$ cat config.mk
export PLATFORM = sky130hd
export DESIGN_NAME = lmr_refresh
export DESIGN_NICKNAME = d
export VERILOG_FILES = /design/src/verilog/lmr_pkg.sv /design/src/verilog/lmr_osc_if.sv /design/src/verilog/lmr_refresh.sv /design/src/verilog/lmr_osc_gen.sv
export VERILOG_INCLUDE_DIRS = /design/src /design/src/verilog
export SDC_FILE = /design/constraint.sdc
export NUM_CORES = 1
export LEC_CHECK = 0
export ABC_AREA = 0
export BUFFER_PORTS_ARGS = -buffer_cell sky130_fd_sc_hd__buf_2
export CAP_MARGIN = 20
export CORE_ASPECT_RATIO = 0.8
export CORE_MARGIN = 2
export CORE_UTILIZATION = 54
export DETAILED_ROUTE_END_ITERATION = 10
export MAX_ROUTING_LAYER = met4
export PLACE_DENSITY = 0.83
export SYNTH_ARGS = -nofsm -noshare
export SYNTH_HDL_FRONTEND = slang
export SYNTH_SLANG_ARGS = --single-unit
$ cat constraint.sdc
create_clock -name clk -period 2.33 [get_ports clk]
set_input_delay 0.466 -clock clk [delete_from_list [all_inputs] [get_ports clk]]
set_output_delay 0.466 -clock clk [all_outputs]
set_load 0.03 [all_outputs]
$ cat src/verilog/lmr_cfg.svh
// Purpose: Constants of the LED matrix row refresh sequencer
// Assumes: 100 MHz system clock, 32-bit register port
// Notes:   Offsets are byte addresses on the register port
`ifndef LMR_CFG_SVH
`define LMR_CFG_SVH

// ************************************************************
// Register map
// ************************************************************
`define LMR_ADDR_W        8
`define LMR_OFS_CTRL0     8'h00
`define LMR_OFS_CTRL1     8'h04
`define LMR_OFS_CFG       8'h08
`define LMR_OFS_STAT      8'h0C
`define LMR_DOT_PAGE      3'h2
`define LMR_DOT_PAGE_LSB  5
`define LMR_DOT_ROW_LSB   2

// ************************************************************
// Field positions
// ************************************************************
`define LMR_C0_AWAKE      6
`define LMR_C0_PEAK_HI    5
`define LMR_C0_PEAK_LO    4
`define LMR_C0_DUTY_HI    3
`define LMR_C0_DUTY_LO    0
`define LMR_C1_SERIAL     0
`define LMR_C1_PRESCALE   1
`define LMR_CFG_EXT_SEL   0

// ************************************************************
// Reset values
// ************************************************************
`define LMR_C0_RST        7'h00
`define LMR_C1_RST        2'h0
`define LMR_CFG_RST       1'h0

// ************************************************************
// Timing
// ************************************************************
`define LMR_CLK_HZ        100000000
`define LMR_INT_OSC_HZ    390625
`define LMR_FRAME_CYC     512
`define LMR_ROWS          8
`define LMR_COLS          20
`define LMR_SLOT_CYC      64
`define LMR_BLANK_CYC     4
`define LMR_LIT_MAX       60
`define LMR_PRESCALE      8

`endif

$ cat src/verilog/lmr_pkg.sv
// Purpose: Types of the LED matrix row refresh sequencer
// Assumes: Constants come from lmr_cfg.svh
// Notes:   Nothing here is imported; users write lmr_pkg::name
package lmr_pkg;

  // Oscillator source of the display clock
  typedef enum logic {LMR_SRC_INT, LMR_SRC_EXT} lmr_src_e;

  typedef logic [3:0] lmr_duty_t;
  typedef logic [1:0] lmr_peak_t;
  typedef logic [5:0] lmr_phase_t;
  typedef logic [2:0] lmr_row_t;

endpackage

$ cat src/verilog/lmr_osc_if.sv
// Purpose: Link between refresh core and display clock generator
// Assumes: One clock domain on both sides
// Notes:   tick is a one-cycle pulse per display clock period
interface lmr_osc_if;
  lmr_pkg::lmr_src_e src;
  logic              prescale;
  logic              run;
  logic              tick;

  modport ctl (output src, output prescale, output run, input tick);
  modport gen (input src, input prescale, input run, output tick);
endinterface

$ cat src/verilog/lmr_refresh.sv
// Purpose: Row refresh sequencer for a 20 x 8 dot LED matrix driver
// Assumes: Register master per plain strobe port, read data next cycle
// Notes:   Row and column outputs lag the frame counter by one clock
//
// Contract
// - 160 dots as 20x8, rows lit in turn
// - Frame lasts exactly 512 display clocks
// - Each row owns a 64-cycle slot
// - Last four slot cycles blank, 60 lit max
// - At most 20 LEDs lit, one per column
// - Peak from D5:D4, duty from D3:D0
// - Peak and duty act independently
// - Display clock from internal or external oscillator
// - Prescaler bit divides external oscillator by eight
//
// The address map and strobed register access were chosen for this implementation.
`include "lmr_cfg.svh"
module lmr_refresh #(
  parameter int ROWS        = `LMR_ROWS,
  parameter int COLS        = `LMR_COLS,
  parameter int INT_OSC_DIV = `LMR_CLK_HZ / `LMR_INT_OSC_HZ
) (
  input  wire logic                   clk,
  input  wire logic                   rst_n,
  input  wire logic [`LMR_ADDR_W-1:0] reg_addr,
  input  wire logic [31:0]            reg_wdata,
  input  wire logic                   reg_wr,
  input  wire logic                   reg_rd,
  output logic      [31:0]            reg_rdata,
  input  wire logic                   osc_ext_in,
  output logic      [ROWS-1:0]        row_on,
  output logic      [COLS-1:0]        col_on,
  output logic      [1:0]             peak_sel,
  output logic                        frame_start
);

  localparam int FR_W = $clog2(`LMR_FRAME_CYC);
  localparam int PH_W = $clog2(`LMR_SLOT_CYC);
  localparam logic [FR_W-1:0] FR_LAST = FR_W'(`LMR_FRAME_CYC - 1);
  localparam logic [PH_W-1:0] LIT_MAX = PH_W'(`LMR_LIT_MAX);

  // ************************************************************
  // Register file
  // ************************************************************
  logic [6:0]      ctrl0_r, ctrl0_nxt;
  logic [1:0]      ctrl1_r, ctrl1_nxt;
  logic            ext_sel_r, ext_sel_nxt;
  logic [COLS-1:0] dots_r [ROWS];
  logic [COLS-1:0] dots_nxt [ROWS];
  logic [31:0]     rdata_r, rdata_nxt;
  logic [15:0]     frames_r, frames_nxt;
  logic [FR_W-1:0] cnt_r, cnt_nxt;
  logic            dot_hit;
  logic [2:0]      dot_row;

  // Address decode of dot page: one word per row
  assign dot_hit = (reg_addr[`LMR_ADDR_W-1:`LMR_DOT_PAGE_LSB]
                    == `LMR_DOT_PAGE);
  assign dot_row = reg_addr[`LMR_DOT_PAGE_LSB-1:`LMR_DOT_ROW_LSB];

  // Writes store, reads answer next cycle, unmapped reads give zero
  always_comb begin
    ctrl0_nxt   = ctrl0_r;
    ctrl1_nxt   = ctrl1_r;
    ext_sel_nxt = ext_sel_r;
    dots_nxt    = dots_r;
    rdata_nxt   = 32'h0000_0000;
    if (reg_wr) begin
      if (dot_hit) begin
        dots_nxt[dot_row] = reg_wdata[COLS-1:0];
      end else begin
        unique case (reg_addr)
          `LMR_OFS_CTRL0: ctrl0_nxt   = reg_wdata[6:0];
          `LMR_OFS_CTRL1: ctrl1_nxt   = reg_wdata[1:0];
          `LMR_OFS_CFG:   ext_sel_nxt = reg_wdata[`LMR_CFG_EXT_SEL];
          default: ;
        endcase
      end
    end
    if (reg_rd) begin
      if (dot_hit) begin
        rdata_nxt[COLS-1:0] = dots_r[dot_row];
      end else begin
        unique case (reg_addr)
          `LMR_OFS_CTRL0: rdata_nxt[6:0] = ctrl0_r;
          `LMR_OFS_CTRL1: rdata_nxt[1:0] = ctrl1_r;
          `LMR_OFS_CFG:   rdata_nxt[0]   = ext_sel_r;
          `LMR_OFS_STAT:  rdata_nxt      = {frames_r, 7'h00, cnt_r};
          default: ;
        endcase
      end
    end
  end

  // Register stage of the register file
  always_ff @(posedge clk or negedge rst_n) begin
    if (!rst_n) begin
      ctrl0_r   <= `LMR_C0_RST;
      ctrl1_r   <= `LMR_C1_RST;
      ext_sel_r <= `LMR_CFG_RST;
      rdata_r   <= 32'h0000_0000;
      for (int i = 0; i < ROWS; i++) begin
        dots_r[i] <= '0;
      end
    end else begin
      ctrl0_r   <= ctrl0_nxt;
      ctrl1_r   <= ctrl1_nxt;
      ext_sel_r <= ext_sel_nxt;
      rdata_r   <= rdata_nxt;
      dots_r    <= dots_nxt;
    end
  end

  assign reg_rdata = rdata_r;

  // ************************************************************
  // Display clock
  // ************************************************************
  lmr_osc_if osc ();

  // Clearing the awake bit stops the oscillator and blanks all
  assign osc.src      = ext_sel_r ? lmr_pkg::LMR_SRC_EXT
                                  : lmr_pkg::LMR_SRC_INT;
  assign osc.prescale = ctrl1_r[`LMR_C1_PRESCALE];
  assign osc.run      = ctrl0_r[`LMR_C0_AWAKE];

  lmr_osc_gen #(
    .INT_OSC_DIV (INT_OSC_DIV)
  ) u_osc (
    .clk        (clk),
    .rst_n      (rst_n),
    .osc_ext_in (osc_ext_in),
    .osc        (osc.gen)
  );

  // ************************************************************
  // Refresh sequencer
  // ************************************************************
  lmr_pkg::lmr_row_t   row;
  lmr_pkg::lmr_phase_t phase;
  logic [5:0]          on_time;
  logic                lit;
  logic [ROWS-1:0]     row_on_r, row_on_nxt;
  logic [COLS-1:0]     col_on_r, col_on_nxt;
  logic [1:0]          peak_r, peak_nxt;
  logic                fstart_r, fstart_nxt;

  // On-time in display clocks per duty code
  function automatic logic [5:0] lmr_on_cycles(input lmr_pkg::lmr_duty_t d);
    logic [5:0] c;
    unique case (d)
      4'h0: c = 6'h00;
      4'h1: c = 6'h01;
      4'h2: c = 6'h02;
      4'h3: c = 6'h03;
      4'h4: c = 6'h04;
      4'h5: c = 6'h05;
      4'h6: c = 6'h07;
      4'h7: c = 6'h09;
      4'h8: c = 6'h0B;
      4'h9: c = 6'h0E;
      4'hA: c = 6'h12;
      4'hB: c = 6'h16;
      4'hC: c = 6'h1C;
      4'hD: c = 6'h24;
      4'hE: c = 6'h30;
      4'hF: c = 6'h3C;
    endcase
    return c;
  endfunction

  // Frame counter splits into row slot and phase within it
  assign row   = cnt_r[FR_W-1:PH_W];
  assign phase = cnt_r[PH_W-1:0];
  assign on_time = lmr_on_cycles(
    ctrl0_r[`LMR_C0_DUTY_HI:`LMR_C0_DUTY_LO]);
  // Duty only gates time, peak code travels apart: product of both
  assign lit = osc.run && (phase < on_time) && (phase < LIT_MAX);

  always_comb begin
    cnt_nxt    = cnt_r;
    frames_nxt = frames_r;
    if (osc.tick) begin
      // No idle state between the last slot and the next frame
      cnt_nxt = (cnt_r == FR_LAST) ? '0 : cnt_r + 1'b1;
      if (cnt_r == FR_LAST) begin
        frames_nxt = frames_r + 1'b1;
      end
    end
    // Single row sink per slot caps the lit dots at one per column
    row_on_nxt = lit ? (ROWS'(1) << row) : '0;
    col_on_nxt = lit ? dots_r[row] : '0;
    peak_nxt   = ctrl0_r[`LMR_C0_PEAK_HI:`LMR_C0_PEAK_LO];
    fstart_nxt = osc.tick && (cnt_r == FR_LAST);
  end

  // Register stage of the sequencer and its outputs
  always_ff @(posedge clk or negedge rst_n) begin
    if (!rst_n) begin
      cnt_r    <= '0;
      frames_r <= 16'h0000;
      row_on_r <= '0;
      col_on_r <= '0;
      peak_r   <= 2'h0;
      fstart_r <= 1'b0;
    end else begin
      cnt_r    <= cnt_nxt;
      frames_r <= frames_nxt;
      row_on_r <= row_on_nxt;
      col_on_r <= col_on_nxt;
      peak_r   <= peak_nxt;
      fstart_r <= fstart_nxt;
    end
  end

  assign row_on      = row_on_r;
  assign col_on      = col_on_r;
  assign peak_sel    = peak_r;
  assign frame_start = fstart_r;
endmodule

$ cat src/verilog/lmr_osc_gen.sv
// Purpose: Display clock tick from internal divider or external pin
// Assumes: External oscillator well below a quarter of clk
// Notes:   Prescaler divides only the external source by eight
`include "lmr_cfg.svh"
module lmr_osc_gen #(
  parameter int INT_OSC_DIV = `LMR_CLK_HZ / `LMR_INT_OSC_HZ
) (
  input  wire logic clk,
  input  wire logic rst_n,
  input  wire logic osc_ext_in,
  lmr_osc_if.gen    osc
);

  localparam int DIV_W = $clog2(INT_OSC_DIV);
  localparam logic [DIV_W-1:0] DIV_LAST = DIV_W'(INT_OSC_DIV - 1);
  localparam logic [2:0] PRE_LAST = 3'(`LMR_PRESCALE - 1);

  logic [2:0]       sync_r, sync_nxt;
  logic             lvl_r, lvl_nxt;
  logic [DIV_W-1:0] div_r, div_nxt;
  logic [2:0]       pre_r, pre_nxt;
  logic             ext_edge;
  logic             int_wrap;

  // ************************************************************
  // Source filtering and division
  // ************************************************************
  // Pin level counts only once stages two and three agree
  always_comb begin
    sync_nxt = {sync_r[1:0], osc_ext_in};
    lvl_nxt  = (sync_r[1] == sync_r[2]) ? sync_r[2] : lvl_r;
    ext_edge = lvl_nxt & ~lvl_r;
    int_wrap = (div_r == DIV_LAST);
    div_nxt  = int_wrap ? '0 : div_r + 1'b1;
    pre_nxt  = pre_r;
    osc.tick = 1'b0;
    if (!osc.run) begin
      // Stopped oscillator restarts a clean prescaler phase
      pre_nxt = '0;
    end else if (osc.src == lmr_pkg::LMR_SRC_INT) begin
      osc.tick = int_wrap;
    end else if (ext_edge) begin
      if (!osc.prescale) begin
        osc.tick = 1'b1;
      end else begin
        pre_nxt  = (pre_r == PRE_LAST) ? '0 : pre_r + 1'b1;
        osc.tick = (pre_r == PRE_LAST);
      end
    end
  end

  // Register stage
  always_ff @(posedge clk or negedge rst_n) begin
    if (!rst_n) begin
      sync_r <= '0;
      lvl_r  <= 1'b0;
      div_r  <= '0;
      pre_r  <= '0;
    end else begin
      sync_r <= sync_nxt;
      lvl_r  <= lvl_nxt;
      div_r  <= div_nxt;
      pre_r  <= pre_nxt;
    end
  end
endmodule

Word level (Yosys, flattened, before mapping)
Memory sizes are Yosys's and may differ from the RTL's.
Cells that the tools add are included.
- eq/ne operators: 11
- add/subtract/negate cells: 4
- shift-type cells: 1
- muxes and demuxes: 31
- bitwise gates (word level): 5
- reduce and logical (&&, ||, !) cells: 11
- magnitude comparators: 5
- operators by type and width (kind ; number):
    $bwmux 160 ; 1
    $mux 20 ; 7
    $bmux 20 s3 ; 2
    $demux 20 s3 ; 1
    $mux 32 ; 1
    $mux 25 ; 1
    $add 16x1->16 const B ; 1
    $eq 8x4->1 const B ; 2
    $mux 8 ; 2
    $mux 3 ; 5
    $mux 12 ; 1
    $reduce_and 3->1 ; 4
    $pmux 5 s2 ; 1
    $add 9x1->9 const B ; 1
    $eq 9x9->1 const B ; 1
    $mux 9 ; 1
    $add 8x1->8 const B ; 1
    $eq 8x3->1 const B ; 1
    $eq 8x8->1 const B ; 1
    $ge 4x4->1 const B ; 2
    $logic_not 8->1 ; 1
    $not 3->4 ; 2
    $shl 1x3->8 const A ; 1
    $lt 6x6->1 ; 1
    14 further kinds ; 26
- output and inout port bits: 63
- ROM bits: 96
- memories kept: 1
- input port bits: 45
- register bits: 273
- word-level logic and storage cells: 91
- memories (name ; depth ; width ; read ports ; clocked after memory_dff ; wr ports ; line ; source):
    (name not given) ; 16 ; 6 ; 1 ; 0 ; 0 ; lmr_refresh.sv:151 ; unique case (d)

Logic depth before layout (Yosys ltp)
Gate-level depths: netlist of run 1.
- word-level depth: 7
- depth in mapped cells: 10
- depth with buffers taken out: 9

By module
Synthesis of run 1 repeated with hierarchy kept, for this count alone.
- cells, all modules: 922
- area total of the unflattened synthesis: 13033.8 sq um
- modules (own cells, without submodules) (module ; area each (sq um) ; seq. area each (sq um) ; times used ; cells each):
    lmr_refresh ; 12374.4 ; 6456.2 ; 1 ; 863
    lmr_osc_gen ; 659.4 ; 375.4 ; 1 ; 59

Worst setup path before layout of run 1
No wires, ideal clock.
- path type: register -> register
- start: register ctrl0_r[1]
- end: register col_on_r[0] (netlist: col_on[0])
- arrival: 2410 ps
- data required time: 2196 ps
- setup time: 134 ps
- buffers on the path: 1
- setup slack: -214 ps
- period minus slack after synthesis: 2544 ps
- cell stages (with the launch flop): 11
- cells stage by stage: dfrtp_1 inv_1 ha_1 mux2i_1 a22oi_1 ha_1 o21a_1 o211ai_1 o21ai_1 clkbuf_1 nor3_1
- word-level cells in the longest chain between the ends: 5
- ends and longest elaborated chain (element ; line ; source):
    start: declaration ; lmr_refresh.sv:45 ; logic [6:0] ctrl0_r, ctrl0_nxt;
    start signal: assignment ; lmr_refresh.sv:98 ; ctrl0_r <= `LMR_C0_RST;
    start signal: assignment ; lmr_refresh.sv:106 ; ctrl0_r <= ctrl0_nxt;
    $mem_v2 16x6 ; n/a ;
    $lt 6x6->1 ; lmr_refresh.sv:178 ; assign lit = osc.run && (phase < on_time) && (phase < LIT_MAX);
    $logic_and 1x1->1 (2 in a row) ; lmr_refresh.sv:178 ;
    $mux 20 ; lmr_refresh.sv:192 ; col_on_nxt = lit ? dots_r[row] : '0;
    named net col_on_nxt[0] ; lmr_refresh.sv:144 ; logic [COLS-1:0] col_on_r, col_on_nxt;
    end signal: assignment ; lmr_refresh.sv:210 ; col_on_r <= col_on_nxt;
    end: declaration ; lmr_refresh.sv:144 ;
The timed path passes the listed nets, and every way through them passes these cells.
A chain may end at the register's enable or synchronous reset.

Final worst setup path of run 1
- start: register ctrl0_r[1]
- end: register col_on_r[19] (netlist: col_on[19])
The elaborated chain is that of the path after synthesis.

==> impl_metrics.json, run 1 <==
{
  "clk_latency_ns": 0.55,
  "max_freq_mhz": 411.8,
  "rr_worst_depth": 12,
  "synth_warnings": 0,
  "drt.antenna.violating_nets": 0,
  "yosysTopAreaCell": "dfrtp_1",
  "async_reset_ff_share_pct": 100.0,
  "routedWlPerCell_microns": 22.84,
  "grt_pass1_vias": 8900,
  "p_leak_nw": 7.210,
  "wirelength_microns": 31090,
  "fin_crit_ns": 2.428,
  "synth_edf_count": 0,
  "finalNonFillerCells": 1361,
  "dpl_cell_area_sq_mm": 0.01431,
  "synth_area_sq_mm": 0.01308,
  "fin_ws_ns": -0.09824,
  "setup_viol": 26,
  "maxCapViolations": 0,
  "finClkSkew_ns": 0.01028,
  "drtPass1Iterations": 7,
  "slew_viol_final": 0,
  "cts.clk_slew.worst_paths_ns": 0.06,
  "multi_input_area_sq_mm": 0.006167,
  "seq_area_sq_mm": 0.006837,
  "antenna_found_initial": 2,
  "outcome": "complete, but fails checks",
  "overflow": 0,
  "cpPeakStageDelay_ns": 0.43,
  "die_y_microns": 143.2,
  "port_buffers": 95,
  "drc": 0,
  "finalInstanceArea_sq_mm": 0.01555,
  "nets": 1090,
  "setup_tns_ns": -1.593,
  "ys_ff_latch": 273,
  "finalCritPeriodShare_pct": 104.2,
  "synth_top_area_share_pct": 52.21,
  "rsz0062_at_grt": "true",
  "num_rows": 50,
  "initial_core_util_pct": 55.47,
  "cts.sinks": 273,
  "syn_nets": 957,
  "synthTopCellsByCount": "273 x dfrtp_1, 159 x mux2_2, 81 x mux4_2, 42 x mux2i_1, 33 x buf_2",
  "cp-end-kind": "flop",
  "fp.coreArea_sq_mm": 0.02359,
  "numCtsBuffers": 28,
  "avgSynthCellArea_sq_um": 14.64,
  "power.total_mw": 11.23,
  "grt_util_all_layers_pct": 26.06,
  "drt_iter0_drc": 808,
  "required_ns": 2.75,
  "place_hpwl_microns": 19700,
  "vias": 8420,
  "post-place-ws_ns": -0.1145,
  "fp.dieW_microns": 178.0,
  "synth_ff_type": "dfrtp_1",
  "finish.utilization_pct": 65.92,
  "cts_root_buf": "clkbuf_16",
  "path_class": "flop to flop",
  "place_congestion": 0.8168,
  "crit_chain": "inv_2, ha_4, mux2i_1, a22oi_1, ha_1, o21a_1, o211ai_1, buf_4, a211oi_4, buf_6, buf_12, nor3_1",
  "cp-start-kind": "flop",
  "yosysMostFrequentCell": "dfrtp_1",
  "ys_seq_area_share_pct": 52.21,
  "die_area_sq_mm": 0.02550,
  "worstMarginPinSlew_ns": 0.8396,
  "grt_pass1_wl_microns": 49140,
  "area_growth_pct": 18.82,
  "hold_path_class": "input port to flop",
  "min_delay_path_depth": 1,
  "cpMaxStageDelayCell": "dfrtp_2",
  "synth.area.top_cells": "dfrtp_1 52%, mux4_2 14%, mux2_2 14%",
  "cts_tree": "done",
  "viasPerCell": 6.187,
  "clockBufferDepth": 3,
  "cts_max_level": 1,
  "drive_above_1_share_pct": 47.66,
  "hold_violations": 0,
  "worst-path-max-fanout": 10,
  "powerDensity_mw_per_mm2": 722.3,
  "io_pins": 108,
  "ir_worst_vdd_mv": 0.5464,
  "dp_cells": 1301,
  "ys_types": 54,
  "syn_inst": 894,
  "grt_max_degree": 70,
  "cp.arrival_ns": 2.85,
  "violations": "setup timing",
  "fillerInstances": 1588,
  "relSlewSlack_pct": 44.03,
  "hold_slack_ns": 0.02914
}
==> cell families after synthesis <==
| group | count (synthesis) | synth area share [%] |
|---|---|---|
| mux | 296 | 32.05 |
| xor+xnor | 19 | 1.272 |
| fa+ha+maj | 19 | 1.798 |
| compound gates | 58 | 3.299 |
| flops | 273 | 52.21 |
| buf+inv | 72 | 2.697 |
| simple gates | 157 | 6.675 |
==> path summary, 6_finish.rpt <==
kind / start / to / slack [ns]
hold / removal: osc_ext_in / u_osc.sync_r[0]$_DFF_PN0_ / 0.03
setup / recovery: ctrl0_r[1]$_DFFE_PN0P_ / col_on[19]$_DFF_PN0_ / -0.1
min in group asynchronous: rst_n / frames_r[4]$_DFFE_PN0P_ / 0.45
hold reg to reg: u_osc.sync_r[0]$_DFF_PN0_ / u_osc.sync_r[1]$_DFF_PN0_ / 0.35
max in group asynchronous: rst_n / dots_r[128]$_DFFE_PN0P_ / 1.14
setup reg to reg: ctrl0_r[1]$_DFFE_PN0P_ / col_on[19]$_DFF_PN0_ / -0.1
==> routing by layer <==
layer | wire length, microns | part of all wire [%] | global-route usage, %
met5 | 0 | 0 | -
met3 | 2208 | 7.1 | 5.405
met1 | 13030 | 42 | 34.79
met2 | 15080 | 49 | 41.02
met4 | 765 | 2.5 | 7.204
==> timing repair <==
action / 4_1_cts / 5_1_grt
setup endpoints to repair: 27 / 40
endpoints found under the hold margin: 51 / 0
buffers inserted: 7 / 0
gates cloned: 1 / 0
gates resized for setup: 25 / 23
hold buffers: 1 / 0
pin swaps: 9 / 3
==> final cells by class <==
| class | count | area share, % |
|---|---|---|
| multi-input combinational | 549 | 39.67 |
| sequential | 273 | 43.98 |
| tap | 312 | 2.511 |
| clock buffer | 39 | 5.231 |
| antenna | 2 | 0.03219 |
| timing repair buffer | 167 | 7.839 |
| inverter | 8 | 0.1932 |
| clock inverter | 11 | 0.5473 |
==> sequential cells by signal, summed over array words and instances, names as in the netlist <==
| register | flops |
|---|---|
| dots_r | 160 |
| reg_rdata | 32 |
| col_on | 20 |
| frames_r | 16 |
| cnt_r | 9 |
| row_on | 8 |
| u_osc.div_r | 8 |
| ctrl0_r | 7 |
| u_osc.pre_r | 3 |
| u_osc.sync_r | 3 |
| ctrl1_r | 2 |
| peak_sel | 2 |
| ext_sel_r | 1 |
| frame_start | 1 |
| u_osc.lvl_r | 1 |
==> where the power goes <==
group          switching, mW  internal, mW  total [mW]
Sequential             0.285          5.14        5.42
Combinational          0.645         0.791        1.44
Clock                   1.84          2.53        4.37
==> critical path, delay by kind of cell (launching register included) <==
family          cells  cell delay [ns]
compound gates      4             0.59
fa+ha+maj           2             0.50
buf+inv             4             0.57
flops               1             0.43
mux                 1             0.13
simple gates        1             0.07
==> placed cells by master, fill, tap and decap left out, types with 15 or more instances in the layout <==
master     Yosys  routed
buf_4          5      53
nor2_1        27      26
ha_1          18      17
dfrtp_1      273     269
buf_2         33      94
xor2_1        17      17
mux4_2        81      81
nor3_1        29      15
mux2_2       159     159
mux2i_1       42      42
nand2_1       27      27
clkbuf_16      0      29
(Power assumes the default switching activity.)
==> run 2: changes to the inputs <==
- TNS_END_PERCENT: not set -> 30
==> impl_metrics.json, run 2 (synthesized netlist as in run 1, its figures left out) <==
{
  "outcome": "complete, but fails checks",
  "violations": "setup timing",
  "io_pins": 108,
  "die_area_sq_mm": 0.02550,
  "seq_area_sq_mm": 0.006837,
  "hold_violations": 0,
  "powerDensity_mw_per_mm2": 718.3,
  "grt_pass1_vias": 8719,
  "port_buffers": 95,
  "cp-start-kind": "flop",
  "cts_root_buf": "clkbuf_16",
  "place_congestion": 0.8499,
  "grt_pass1_wl_microns": 48200,
  "cts_max_level": 1,
  "initial_core_util_pct": 55.47,
  "dpl_cell_area_sq_mm": 0.01429,
  "rsz0062_at_grt": "true",
  "p_leak_nw": 7.129,
  "vias": 8351,
  "hold_path_class": "input port to flop",
  "swShare_pct": 24.25,
  "fillerInstances": 1645,
  "finClkSkew_ns": 0.01137,
  "cts.clk_slew.worst_paths_ns": 0.06,
  "cpPeakStageDelay_ns": 0.38,
  "maxCapViolations": 0,
  "setup_tns_ns": -0.02403,
  "fp.dieW_microns": 178.0,
  "p_seq_share_pct": 49.4,
  "combPwrFrac_pct": 12.2,
  "path_buf_inv": 3,
  "finalNonFillerCells": 1356,
  "p_int_mw": 8.319,
  "drive_above_1_share_pct": 45.11,
  "p_clk_share_pct": 38.3,
  "num_rows": 50,
  "rr_worst_depth": 11,
  "top_register": "dots_r",
  "layout_commonest_cell": "dfrtp_1",
  "switching_power_mw": 2.664,
  "clk_latency_ns": 0.54,
  "cp.depth": 11,
  "antenna_found_initial": 2,
  "dp_cells": 1303,
  "max_freq_mhz": 427.1,
  "layout_common_cells": "269 x dfrtp_1, 159 x mux2_2, 94 x buf_2",
  "clockBufferDepth": 3,
  "fin_crit_ns": 2.341,
  "required_ns": 2.73,
  "drt_iter0_drc": 606,
  "drtPass1Iterations": 5,
  "nets": 1086,
  "overflow": 0,
  "largest_register_ffs": 160,
  "cts_tree": "done",
  "ir_worst_vdd_mv": 0.5740,
  "grt_util_all_layers_pct": 25.51,
  "routedWlPerCell_microns": 22.48,
  "finalInstanceArea_sq_mm": 0.01529,
  "drt.antenna.violating_nets": 0,
  "worstMarginPinSlew_ns": 0.8064,
  "regToRegSetupSlack_ns": -0.01,
  "path_class": "flop to flop",
  "setup_viol": 4,
  "fin_ws_ns": -0.01119,
  "relSlewSlack_pct": 46.24,
  "finalCritPeriodShare_pct": 100.5,
  "cts.sinks": 273,
  "die_y_microns": 143.2,
  "slew_viol_final": 0,
  "critPathTopFamily": "compound AO/OA/AOI/OAI gates",
  "drc": 0,
  "fp.coreArea_sq_mm": 0.02359,
  "grt_max_degree": 75,
  "numCtsBuffers": 27,
  "cp-end-kind": "flop",
  "viasPerCell": 6.159,
  "cp.arrival_ns": 2.74,
  "multi_input_area_sq_mm": 0.006022,
  "area_growth_pct": 16.87,
  "finish.utilization_pct": 64.83,
  "worst-path-max-fanout": 20,
  "min_delay_path_depth": 1,
  "place_hpwl_microns": 19960,
  "cpMaxStageDelayCell": "dfrtp_1",
  "wirelength_microns": 30490,
  "crit_chain": "inv_2, ha_4, mux2i_1, a22oi_1, ha_1, o21a_1, o211ai_1, buf_4, a211oi_4, buf_12, nor3_1"
}
[run 2: per-stage QoR]
step                worst slack (ns)  power [mW]  hold slack, ns
global route                 -0.1590       11.38         0.02130
floorplan                  -0.009201       6.298          0.1704
global placement             0.01746       6.713          0.3351
finish                      -0.01119       10.98         0.03936
CTS                         -0.01614       11.02         0.02349
detailed placement           -0.1007       6.824          0.3462
[run 2: worst paths after layout]
| check | endpoint | start |
|---|---|---|
| min in group asynchronous | reg_rdata[21]$_DFF_PN0_ | rst_n |
| worst max-delay path | col_on[19]$_DFF_PN0_ | ctrl0_r[0]$_DFFE_PN0P_ |
| worst min-delay path | u_osc.sync_r[0]$_DFF_PN0_ | osc_ext_in |
| max in group asynchronous | ctrl0_r[2]$_DFFE_PN0P_ | rst_n |
| worst min register to register | u_osc.sync_r[1]$_DFF_PN0_ | u_osc.sync_r[0]$_DFF_PN0_ |
| worst max register to register | col_on[19]$_DFF_PN0_ | ctrl0_r[0]$_DFFE_PN0P_ |
[run 2: layout make-up]
class | count | share of cell area [%]
Inverter | 8 | 0.1964
Tap cell | 312 | 2.553
Sequential cell | 273 | 44.71
Clock inverter | 7 | 0.4173
Antenna cell | 2 | 0.03273
Clock buffer | 41 | 5.155
Multi-Input combinational cell | 549 | 39.38
Timing Repair Buffer | 164 | 7.553
[run 2: power groups by stage]
stage	clock (mW)	combinational [mW]	sequential, mW
finish	4.21	1.34	5.43
floorplan	0	0.888	5.41
global placement	0	1.26	5.45
CTS	4.26	1.34	5.42
detailed placement	0	1.32	5.51
global route	4.46	1.44	5.48
[run 2: routing by layer]
metal	global-route usage [%]	routed length, microns	share of wire, %	vias to the layer above
met5	-	0	0	-
met2	42.00	15190	50	269
li1	-	-	-	3633
met3	4.313	1816	6.0	58
met4	7.248	764	2.5	0
met1	33.00	12710	42	4391
[run 2: what timing repair did]
item	4_1_cts	5_1_grt
gates cloned	0	0
hold buffers	1	0
pin swaps	0	1
gates resized for setup	6	14
setup endpoints to repair	27	34
hold endpoints to repair	67	0
setup buffers	1	1
